[src/design/serializer_ctrl_pkg.sv]
// constants and carrier types of the serializer control register bank
package serializer_ctrl_pkg;

  // ---------------------------------------------------------------
  // register offsets
  // ---------------------------------------------------------------
  localparam logic [7:0] BUS_SLAVE_ADDRESS_OFS = 8'h00;
  localparam logic [7:0] SOFT_RESET_CONTROL_OFS = 8'h01;
  localparam logic [7:0] GENERAL_CONFIGURATION_OFS = 8'h02;
  localparam logic [7:0] OPERATING_MODE_SELECT_OFS = 8'h03;

  // ---------------------------------------------------------------
  // field positions
  // ---------------------------------------------------------------
  localparam int ADDRESS_OVERRIDE_POS = 0;
  localparam int SLAVE_ADDRESS_LSB = 1;
  localparam int LOGIC_RESET_POS = 0;
  localparam int FULL_RESET_POS = 1;
  localparam int ROM_RELOAD_POS = 2;
  localparam int BUS_VOLTAGE_POS = 0;
  localparam int CRC_ENABLE_POS = 1;
  localparam int LANE_COUNT_LSB = 4;
  localparam int CLOCK_LANE_POS = 6;
  localparam int MODE_LSB = 0;
  localparam int MODE_DONE_POS = 3;
  localparam int MODE_OVERRIDE_POS = 4;

  // ---------------------------------------------------------------
  // reset values
  // ---------------------------------------------------------------
  localparam logic ADDRESS_OVERRIDE_RST = 1'h0;
  localparam logic [6:0] SLAVE_ADDRESS_RST = 7'h00;
  localparam logic [2:0] SOFT_RESET_RST = 3'h0;
  localparam logic CLOCK_LANE_RST = 1'h0;
  localparam logic [1:0] LANE_COUNT_RST = 2'h3;
  localparam logic [1:0] LANE_COUNT_RESERVED = 2'h2;
  localparam logic CRC_ENABLE_RST = 1'h1;
  localparam logic BUS_VOLTAGE_RST = 1'h0;
  localparam logic MODE_OVERRIDE_RST = 1'h0;
  localparam logic MODE_DONE_RST = 1'h0;

  // ---------------------------------------------------------------
  // operating modes
  // ---------------------------------------------------------------
  typedef enum logic [2:0] {
    mode_sync_camera = 3'b000,
    mode_reserved_one = 3'b001,
    mode_async_ext_clock = 3'b010,
    mode_async_int_clock = 3'b011,
    mode_reserved_four = 3'b100,
    mode_parallel_ext_clock = 3'b101,
    mode_reserved_six = 3'b110,
    mode_reserved_seven = 3'b111
  } mode_type;

  localparam mode_type MODE_RST = mode_sync_camera;

  // ---------------------------------------------------------------
  // access carriers
  // ---------------------------------------------------------------
  typedef struct packed {
    logic valid;
    logic write;
    logic [7:0] addr;
    logic [7:0] wdata;
  } access_req_type;

  typedef struct packed {
    logic valid;
    logic [7:0] data;
  } access_rsp_type;

endpackage : serializer_ctrl_pkg

[src/design/power_down_mode_latch.sv]
// catches the strapped mode on a rising edge of the power-down input
`timescale 1ns/100ps
`default_nettype none
module power_down_mode_latch (
  // clock and reset
  input wire logic clk_i,
  input wire logic rstn_i,
  // pins
  input wire logic power_down_input_i,
  input wire serializer_ctrl_pkg::mode_type mode_strap_i,
  // capture
  output logic latch_pulse_o,
  output serializer_ctrl_pkg::mode_type latched_mode_o
);
  import serializer_ctrl_pkg::*;

  logic pdb_prev;

  // ---------------------------------------------------------------
  // edge detect
  // ---------------------------------------------------------------
  // previous level resets low so a high pin after reset counts as start-up
  always_ff @(posedge clk_i) begin
    if (!rstn_i) begin
      pdb_prev <= 1'b0;
      latch_pulse_o <= 1'b0;
      latched_mode_o <= MODE_RST;
    end else begin
      pdb_prev <= power_down_input_i;
      latch_pulse_o <= power_down_input_i && !pdb_prev;
      if (power_down_input_i && !pdb_prev) begin
        latched_mode_o <= mode_strap_i;
      end
    end
  end

endmodule : power_down_mode_latch
`default_nettype wire

[src/design/serializer_core_control_regs.sv]
// control register bank: slave address, soft resets, lane setup, mode select
// ---------------------------------------------------------------
// How it works
// - address field shows current address, writable when overridden
// - override bit picks register or strap address
// - rom reload bit triggers reload, self-clears
// - full reset bit resets logic and registers
// - logic reset bit resets logic, keeps registers
// - bit six selects continuous clock lane
// - lane field picks one, two, four lanes
// - voltage bit loads from index strap
// - mode override bit picks register or strap mode
// - mode done flag set once mode latched
// - mode field shows active mode, writable overridden
// - strap mode captured on power-down rising edge
// - written mode codes limited to the four defined modes, strap code taken unchecked
// - self-clearing bits return to zero after action
// - strap fields load from pins at start-up
// ---------------------------------------------------------------
`timescale 1ns/100ps
`default_nettype none
module serializer_core_control_regs (
  // clock and reset
  input wire logic clk_i,
  input wire logic rstn_i,
  // strap pins
  input wire logic [6:0] address_strap_i,
  input wire logic index_strap_pin_i,
  input wire serializer_ctrl_pkg::mode_type mode_strap_i,
  input wire logic power_down_input_i,
  // register access, local control bus and remote back channel
  input wire serializer_ctrl_pkg::access_req_type local_req_i,
  output serializer_ctrl_pkg::access_rsp_type local_rsp_o,
  input wire serializer_ctrl_pkg::access_req_type remote_req_i,
  output serializer_ctrl_pkg::access_rsp_type remote_rsp_o,
  // configuration outputs
  output logic [6:0] slave_address_o,
  output logic clock_lane_continuous_o,
  output logic [1:0] lane_count_o,
  output logic crc_enable_o,
  output logic bus_voltage_o,
  output serializer_ctrl_pkg::mode_type active_mode_o,
  output logic mode_done_o,
  // action pulses
  output logic rom_reload_o,
  output logic full_reset_o,
  output logic logic_reset_o
);
  import serializer_ctrl_pkg::*;

  // ---------------------------------------------------------------
  // state
  // ---------------------------------------------------------------
  logic strap_load;
  logic [6:0] strap_address;
  logic address_override_bit;
  logic [6:0] written_address;
  logic [2:0] soft_reset;
  logic mode_override_bit;
  logic latch_pulse;
  mode_type latched_mode;
  logic reg_clear;
  logic logic_clear;
  access_req_type wr_req;
  logic wr_any;
  logic wr0;
  logic wr1;
  logic wr2;
  logic wr3;
  logic wr2_remote;
  logic [6:0] next_slave_address;

  function automatic logic mode_is_defined(input logic [2:0] code);
    case (code)
      mode_sync_camera,
      mode_async_ext_clock,
      mode_async_int_clock,
      mode_parallel_ext_clock: mode_is_defined = 1'b1;
      default: mode_is_defined = 1'b0;
    endcase
  endfunction : mode_is_defined

  // ---------------------------------------------------------------
  // resets and write select
  // ---------------------------------------------------------------
  assign reg_clear = !rstn_i || soft_reset[FULL_RESET_POS];
  assign logic_clear = reg_clear || soft_reset[LOGIC_RESET_POS];

  // remote write wins when both ports write in one cycle
  always_comb begin
    wr_req = remote_req_i.valid && remote_req_i.write ? remote_req_i : local_req_i;
    wr_any = wr_req.valid && wr_req.write;
    wr0 = wr_any && wr_req.addr == BUS_SLAVE_ADDRESS_OFS;
    wr1 = wr_any && wr_req.addr == SOFT_RESET_CONTROL_OFS;
    wr2 = wr_any && wr_req.addr == GENERAL_CONFIGURATION_OFS;
    wr3 = wr_any && wr_req.addr == OPERATING_MODE_SELECT_OFS;
    wr2_remote = remote_req_i.valid && remote_req_i.write && remote_req_i.addr == GENERAL_CONFIGURATION_OFS;
  end

  // strap fields load in the first cycle after any register reset
  always_ff @(posedge clk_i) begin
    if (reg_clear) begin
      strap_load <= 1'b1;
    end else begin
      strap_load <= 1'b0;
    end
  end

  // ---------------------------------------------------------------
  // bus slave address
  // ---------------------------------------------------------------
  always_ff @(posedge clk_i) begin
    if (reg_clear) begin
      strap_address <= SLAVE_ADDRESS_RST;
      address_override_bit <= ADDRESS_OVERRIDE_RST;
      written_address <= SLAVE_ADDRESS_RST;
    end else begin
      if (strap_load) begin
        strap_address <= address_strap_i;
      end
      if (wr0) begin
        address_override_bit <= wr_req.wdata[ADDRESS_OVERRIDE_POS];
        if (address_override_bit) begin
          written_address <= wr_req.wdata[7:SLAVE_ADDRESS_LSB];
        end
      end
    end
  end

  assign next_slave_address = address_override_bit ? written_address : strap_address;

  always_ff @(posedge clk_i) begin
    if (reg_clear) begin
      slave_address_o <= SLAVE_ADDRESS_RST;
    end else begin
      slave_address_o <= next_slave_address;
    end
  end

  // ---------------------------------------------------------------
  // soft reset control
  // ---------------------------------------------------------------
  // each bit lives for one cycle: that cycle is the action pulse
  always_ff @(posedge clk_i) begin
    if (reg_clear) begin
      soft_reset <= SOFT_RESET_RST;
    end else if (wr1) begin
      soft_reset <= wr_req.wdata[2:0];
    end else begin
      soft_reset <= SOFT_RESET_RST;
    end
  end

  assign rom_reload_o = soft_reset[ROM_RELOAD_POS];
  assign full_reset_o = soft_reset[FULL_RESET_POS];
  assign logic_reset_o = soft_reset[LOGIC_RESET_POS];

  // ---------------------------------------------------------------
  // general configuration
  // ---------------------------------------------------------------
  always_ff @(posedge clk_i) begin
    if (reg_clear) begin
      clock_lane_continuous_o <= CLOCK_LANE_RST;
      lane_count_o <= LANE_COUNT_RST;
      crc_enable_o <= CRC_ENABLE_RST;
    end else if (wr2) begin
      clock_lane_continuous_o <= wr_req.wdata[CLOCK_LANE_POS];
      crc_enable_o <= wr_req.wdata[CRC_ENABLE_POS];
      if (wr_req.wdata[LANE_COUNT_LSB +: 2] != LANE_COUNT_RESERVED) begin
        lane_count_o <= wr_req.wdata[LANE_COUNT_LSB +: 2];
      end
    end
  end

  // besides reset and the strap load, the voltage level only moves through the back channel
  always_ff @(posedge clk_i) begin
    if (reg_clear) begin
      bus_voltage_o <= BUS_VOLTAGE_RST;
    end else if (strap_load) begin
      bus_voltage_o <= index_strap_pin_i;
    end else if (wr2_remote) begin
      bus_voltage_o <= remote_req_i.wdata[BUS_VOLTAGE_POS];
    end
  end

  // ---------------------------------------------------------------
  // operating mode select
  // ---------------------------------------------------------------
  power_down_mode_latch u_mode_latch (
    .clk_i(clk_i),
    .rstn_i(!logic_clear),
    .power_down_input_i(power_down_input_i),
    .mode_strap_i(mode_strap_i),
    .latch_pulse_o(latch_pulse),
    .latched_mode_o(latched_mode)
  );

  always_ff @(posedge clk_i) begin
    if (reg_clear) begin
      mode_override_bit <= MODE_OVERRIDE_RST;
      active_mode_o <= MODE_RST;
      mode_done_o <= MODE_DONE_RST;
    end else begin
      if (wr3) begin
        mode_override_bit <= wr_req.wdata[MODE_OVERRIDE_POS];
      end
      if (mode_override_bit) begin
        if (wr3 && mode_is_defined(wr_req.wdata[MODE_LSB +: 3])) begin
          active_mode_o <= mode_type'(wr_req.wdata[MODE_LSB +: 3]);
        end
      end else if (latch_pulse) begin
        active_mode_o <= latched_mode;
        mode_done_o <= 1'b1;
      end
    end
  end

  // ---------------------------------------------------------------
  // read path
  // ---------------------------------------------------------------
  function automatic logic [7:0] read_reg(input logic [7:0] addr);
    read_reg = 8'h00;
    case (addr)
      BUS_SLAVE_ADDRESS_OFS: read_reg = {next_slave_address, address_override_bit};
      SOFT_RESET_CONTROL_OFS: read_reg = {5'h00, soft_reset};
      GENERAL_CONFIGURATION_OFS: read_reg = {1'b0, clock_lane_continuous_o, lane_count_o, 2'h0, crc_enable_o,
                                             bus_voltage_o};
      OPERATING_MODE_SELECT_OFS: read_reg = {3'h0, mode_override_bit, mode_done_o, active_mode_o};
      default: read_reg = 8'h00;
    endcase
  endfunction : read_reg

  always_ff @(posedge clk_i) begin
    if (logic_clear) begin
      local_rsp_o <= '0;
      remote_rsp_o <= '0;
    end else begin
      local_rsp_o.valid <= local_req_i.valid && !local_req_i.write;
      local_rsp_o.data <= read_reg(local_req_i.addr);
      remote_rsp_o.valid <= remote_req_i.valid && !remote_req_i.write;
      remote_rsp_o.data <= read_reg(remote_req_i.addr);
    end
  end
endmodule : serializer_core_control_regs
`default_nettype wire

[config.mk]
export PLATFORM = sky130hd
export DESIGN_NAME = serializer_core_control_regs
export DESIGN_NICKNAME = d
export VERILOG_FILES = /design/src/design/serializer_ctrl_pkg.sv /design/src/design/power_down_mode_latch.sv /design/src/design/serializer_core_control_regs.sv
export SDC_FILE = /design/constraint.sdc
export NUM_CORES = 1
export LEC_CHECK = 0
export ABC_CLOCK_PERIOD_IN_PS = 1900
export BUFFER_PORTS_ARGS = -buffer_cell sky130_fd_sc_hd__buf_2
export CAP_MARGIN = 25
export CORE_AREA = 4 4 77 79
export DETAILED_ROUTE_END_ITERATION = 8
export DIE_AREA = 0 0 81 83
export GPL_ROUTABILITY_DRIVEN = 0
export HOLD_SLACK_MARGIN = 0.1
export PLACE_DENSITY = 0.8
export SYNTH_ARGS = -nofsm -noshare
export SYNTH_HDL_FRONTEND = slang
export SYNTH_SLANG_ARGS = --single-unit
[constraint.sdc]
create_clock -name clk_i -period 1.9 [get_ports clk_i]
set_input_delay 0.19 -clock clk_i [delete_from_list [all_inputs] [get_ports clk_i]]
set_output_delay 0.19 -clock clk_i [all_outputs]
set_load 0.01 [all_outputs]
Word level (Yosys, flattened, before mapping). Index checks and enable logic that the tools add are counted.

Flip-flop bits (word level): 59. Latch bits: 0. Memory bits (writable): 0. Bits in read-only memories: 0. Output and inout port bits: 37. Memories kept: 0.

Add/sub/neg operators: 0. $mul: 0. Divide/modulo/power cells: 0. Magnitude comparators: 0. Equality and inequality tests: 14. Shifts and indexed selects: 0. Mux-type cells: 13. Bitwise gates (word level): 2. Reductions and logical operators: 29.

Operator list (number): 8-bit one-hot mux with 4 select lines (2); 8-bit by 2-bit == test with 1-bit output (second input constant) (6); 8-bit by 1-bit == test with 1-bit output (second input constant) (3); 8-bit logical NOT (3); 18-bit two-way mux (1); 1-bit logical AND (11); 3-bit two-way mux (3); 2-bit AND reduction (4); 7-bit two-way mux (1); 3-bit by 2-bit == test with 1-bit output (second input constant) (2); 1-bit two-way mux (6); 1-bit logical NOT (4); 2-bit nonzero test (2); 4-bit OR reduction (1); 3-bit == test (second input constant) (1); 3-bit logical NOT (1); 1-bit logical OR (2); 2-bit by 1-bit inequality test with 1-bit output (second input constant) (1); 2-bit inequality test (second input constant) (1); 1-bit NOT (2); 2-bit OR reduction (1).

Longest topological paths before layout.
Depth in word-level cells: 10. Depth in mapped cells: 7. Depth with buffers taken out: 5.

Modules after synthesis. A second synthesis with hierarchy kept.

Cell total of the unflattened synthesis: 275. Area, all modules: 2605.0 µm².

Modules (own cells, without submodules): serializer_core_control_regs (instances 1, cells an instance 258, area each 2423.6 µm²); power_down_mode_latch (instances 1, cells an instance 17, area each 181.4 µm²).

Worst setup path before layout. Ideal clock, no wire load.

Kind: input-to-reg. Start: input local_req_i[13] in the netlist's numbering. End: register crc_enable_o. Setup time: 0.128 ns. Data arrival time: 1.377 ns. Setup slack: 0.395 ns. Cell stages on the path: 5. Path buffers: 0. Path through: nor4_4 > nand2_2 > o41ai_4 > mux2i_1 > nand2_1.

Cells in the longest elaborated chain, start to end: 3.

RTL lines: from (decl) (line serializer_core_control_regs.sv:32) `input wire serializer_ctrl_pkg::access_req_type local_req_i,`; 18-bit two-way mux (line serializer_core_control_regs.sv:91) `wr_req = remote_req_i.valid && remote_req_i.write ? remote_req_i : local_req_i;`; 8-bit by 2-bit == test with 1-bit output (line serializer_core_control_regs.sv:95) `wr2 = wr_any && wr_req.addr == GENERAL_CONFIGURATION_OFS;`; 1-bit logical AND (line serializer_core_control_regs.sv:95); to (signal assigned) (line serializer_core_control_regs.sv:168) `crc_enable_o <= wr_req.wdata[CRC_ENABLE_POS];`; to (decl) (line serializer_core_control_regs.sv:40) `output logic crc_enable_o,`.

No other way between the ends. A chain may end at the register's enable or synchronous reset.

Worst setup path in the final report.
Start: input local_req_i[16] in the netlist's numbering. End: register written_address[2].

Cells in the longest elaborated chain, start to end: 4.

RTL lines: 18-bit two-way mux (line serializer_core_control_regs.sv:91); 1-bit logical AND (line serializer_core_control_regs.sv:92) `wr_any = wr_req.valid && wr_req.write;`; 1-bit logical AND (line serializer_core_control_regs.sv:93) `wr0 = wr_any && wr_req.addr == BUS_SLAVE_ADDRESS_OFS;`; 2-bit AND reduction (no source line); to (signal assigned) (line serializer_core_control_regs.sv:124) `written_address <= wr_req.wdata[7:SLAVE_ADDRESS_LSB];`; to (decl) (line serializer_core_control_regs.sv:57) `logic [6:0] written_address;`.

No other way between the ends.

==> metrics.cfg <==
[setup_path]
slowest_delay_ns=0.55
worstPathCellList=dlygate4sd3_1 > buf_2 > nand3b_1 > mux2_2 > a211oi_4 > buf_6 > nor2_1 > a211oi_1
critPathMaxFanout=12
crit_start=local_req_i[16]
regToRegSetupSlack_ns=0.38
critPathCaptureType=register
reg2reg_from=soft_reset[1]$_SDFF_PP0_
crit_type=in2reg
r2r_end=soft_reset[1]$_SDFF_PP0_
cp_data_arrival_time_ns=2.08
cp-start-kind=input pin
r2r_cells=5
critPathCapture=written_address[2]$_SDFFE_PP0P_
crit_required_ns=2.14
cp_slowest_cell=dlygate4sd3_1

[global_routing]
grt_pass1_vias=2186
grt_pass1_wl_um=10510
grt_usage_pct=20.53
antenna_found_initial=0
grt_max_degree=27
overflow=0

[min_path]
hold_path_class=in2reg
min_path_cells=3

[timing]
fmax_mhz=544.3
max_slew_margin_pct=66.61
final.period_utilization_pct=96.70
finalSetupTns_ns=0
grt_setup_unrepaired=no
worst_slew_pin_slew_ns=0.5008
fin_ws_ns=0.06271
min_period_ns=1.837
skew_ns=0.005830
report.final.setup_viol=0
hold_viol_final=0
slew_violations=0

[floorplan]
start_util_pct=48.12
die-area_mm2=0.006723
rows=27
die_w_um=81
die_y_um=83
core_mm2=0.005338
io_pins=87

[synthesis]
synth-edff-count=0
synth_common_cells=59 x dfxtp_1, 38 x nor2_1, 29 x mux2i_1, 25 x nand2_1, 13 x a21oi_1
yosys_warnings=0
synthTopCellsByArea=dfxtp_1 46%, mux2i_1 11%, nor2_1 5.6%, nand2_1 3.7%, mux2_2 3.1%
synth_area_mm2=0.002569
avgSynthCellArea_um2=9.621
netlist_instances=267
synth_seq_cells=59
synth_area_leader_cell=dfxtp_1
yosysTopAreaCellShare_pct=45.98
synth_flop_cell=dfxtp_1
yosysMostFrequentCell=dfxtp_1
synth_fp_nets=317
synth-seq-area-share_pct=45.98
async_reset_ff_share_pct=0
synth_cell_types=40

[power]
power_uw=2648
power.density_mw_per_mm2=782.2
power_leakage_uw=0.001530
vdd_ir_drop_max_mv=0.4127

[finish]
nets=420
area_growth_pct=31.81
layout-drive-gt1-share_pct=34.58
fin_area_mm2=0.003386
antenna_cells=0
fin_cells=445

[placed_design]
dpl-instance-area_mm2=0.003085
place_ws_ns=0.1460
dp_cells=419
dp_hpwl_um=4985
io_buffer_count=86

[cts]
htree_num_levels=3
clock-sinks=59
numCtsBuffers=9
tritoncts=built
clkTransAtPathRegs_ns=0.06
clkLatencyLatePin_ns=0.34
clock_path_buffers=2
cts_root_buf=clkbuf_8

[outcome]
status=finished, final reports clean

[drt]
firstDrtPassIters=5
totalWireLength_um=6647
drc=0
ant_nets=0
met3_length_um=667
route.met2.wl_um=3151
routed.top_layer=met4
drt_iter0_drc=197
wirelength_met1_um=2737
vias_per_cell=5.200
num_vias=2314
wl_per_cell_um=14.94

[run]
maxCapViolCount=0

## flip-flops by register name, summed over array words and instances, names as in the netlist
signal	flops
active_mode_o	3
strap_address	7
clock_lane_continuous_o	1
bus_voltage_o	1
u_mode_latch.latched_mode_o	3
u_mode_latch.pdb_prev	1
mode_done_o	1
remote_rsp_o	9
address_override_bit	1
crc_enable_o	1
mode_override_bit	1
written_address	7
slave_address_o	7
strap_load	1
lane_count_o	2
soft_reset	3
local_rsp_o	9
u_mode_latch.latch_pulse_o	1
## cell families (layout without fill, tap and decap cells)
| group | count (synthesis) | count (layout) | synth area share [%] |
|---|---|---|---|
| simple gates | 113 | 113 | 22.94 |
| flops | 59 | 59 | 45.98 |
| mux | 38 | 38 | 16.12 |
| compound gates | 36 | 36 | 11.06 |
| buf+inv | 19 | 125 | 3.214 |
| xor+xnor | 2 | 2 | 0.6821 |
## report_power, final
| group | switching, µW | internal (µW) |
|---|---|---|
| combinational | 150 | 130 |
| sequential | 18.5 | 1270 |
| clock | 463 | 622 |
## critical path, delay by kind of cell
kind / cells / cell delay (ns)
simple gates: 2 / 0.21
compound gates: 2 / 0.45
buf+inv: 3 / 0.89
mux: 1 / 0.35
## area by class of cell
class	instances	area, µm²
Clock buffer	11	141.4
Clock inverter	3	40.04
Fill cell	459	1952
Inverter	5	18.77
Multi-Input combinational cell	189	1305
Sequential cell	59	1181
Tap cell	72	90.09
Timing Repair Buffer	106	609.3
## worst min-delay path by stage
stage,startpoint,to,slack [ns]
after floorplan,local_req_i[16],local_rsp_o[8]$_SDFF_PP0_,0.27
after global placement,remote_req_i[16],remote_rsp_o[8]$_SDFF_PP0_,0.38
after detailed placement,remote_req_i[16],remote_rsp_o[8]$_SDFF_PP0_,0.39
after CTS,mode_strap_i[1],u_mode_latch.latched_mode_o[1]$_SDFFE_PP0P_,0.10
after global routing,mode_strap_i[0],u_mode_latch.latched_mode_o[0]$_SDFFE_PP0P_,0.12
final,mode_strap_i[1],u_mode_latch.latched_mode_o[1]$_SDFFE_PP0P_,0.1
## what timing repair did
action / in CTS / in global routing
buffers inserted: 0 / 2
setup endpoints to repair: 0 / 4
hold buffers: 10 / 0
gates resized for setup: 0 / 1
endpoints found under the hold margin: 10 / 0
## stage by stage
| stage | util (%) | hold WS [ns] |
|---|---|---|
| 5_1_grt | 63.43 | 0.1150 |
| 3_5_place_dp | 57.81 | 0.3873 |
| 3_3_place_gp | 57.81 | 0.3831 |
| 2_1_floorplan | - | 0.2661 |
| 6_report | 63.43 | 0.09650 |
| 4_1_cts | 63.08 | 0.1003 |
## metal layers
layer,GRT usage (%),vias to the layer above
met5,0,-
met4,6.912,0
met3,6.833,10
met2,32.64,113
met1,25.80,1062
li1,-,1129
## layout by cell type, fill, tap and decap left out, drive strengths merged
cell type | Yosys | routed
nor3b | 2 | 2
nor3 | 7 | 7
o32ai | 1 | 1
dlygate4sd3 | 0 | 10
mux2 | 7 | 7
buf | 5 | 96
and3 | 1 | 1
inv | 4 | 4
nand3 | 9 | 9
nand2 | 26 | 26
dfxtp | 59 | 59
clkinv | 1 | 3
clkbuf | 9 | 11
o41ai | 1 | 1
bufinv | 0 | 1
nor2 | 39 | 39
xnor2 | 2 | 2
o21ai | 7 | 7
mux4 | 2 | 2
mux2i | 29 | 29
nand4b | 1 | 1
a21oi | 13 | 13
a211oi | 7 | 7
o211ai | 3 | 3
nor4 | 2 | 2
nor2b | 8 | 8
a221oi | 1 | 1
and2 | 8 | 8
a22oi | 2 | 2
a31oi | 1 | 1
nand3b | 1 | 1
nand2b | 5 | 5
nand4 | 3 | 3
and3b | 1 | 1
Power figures use the tool's default switching activity.
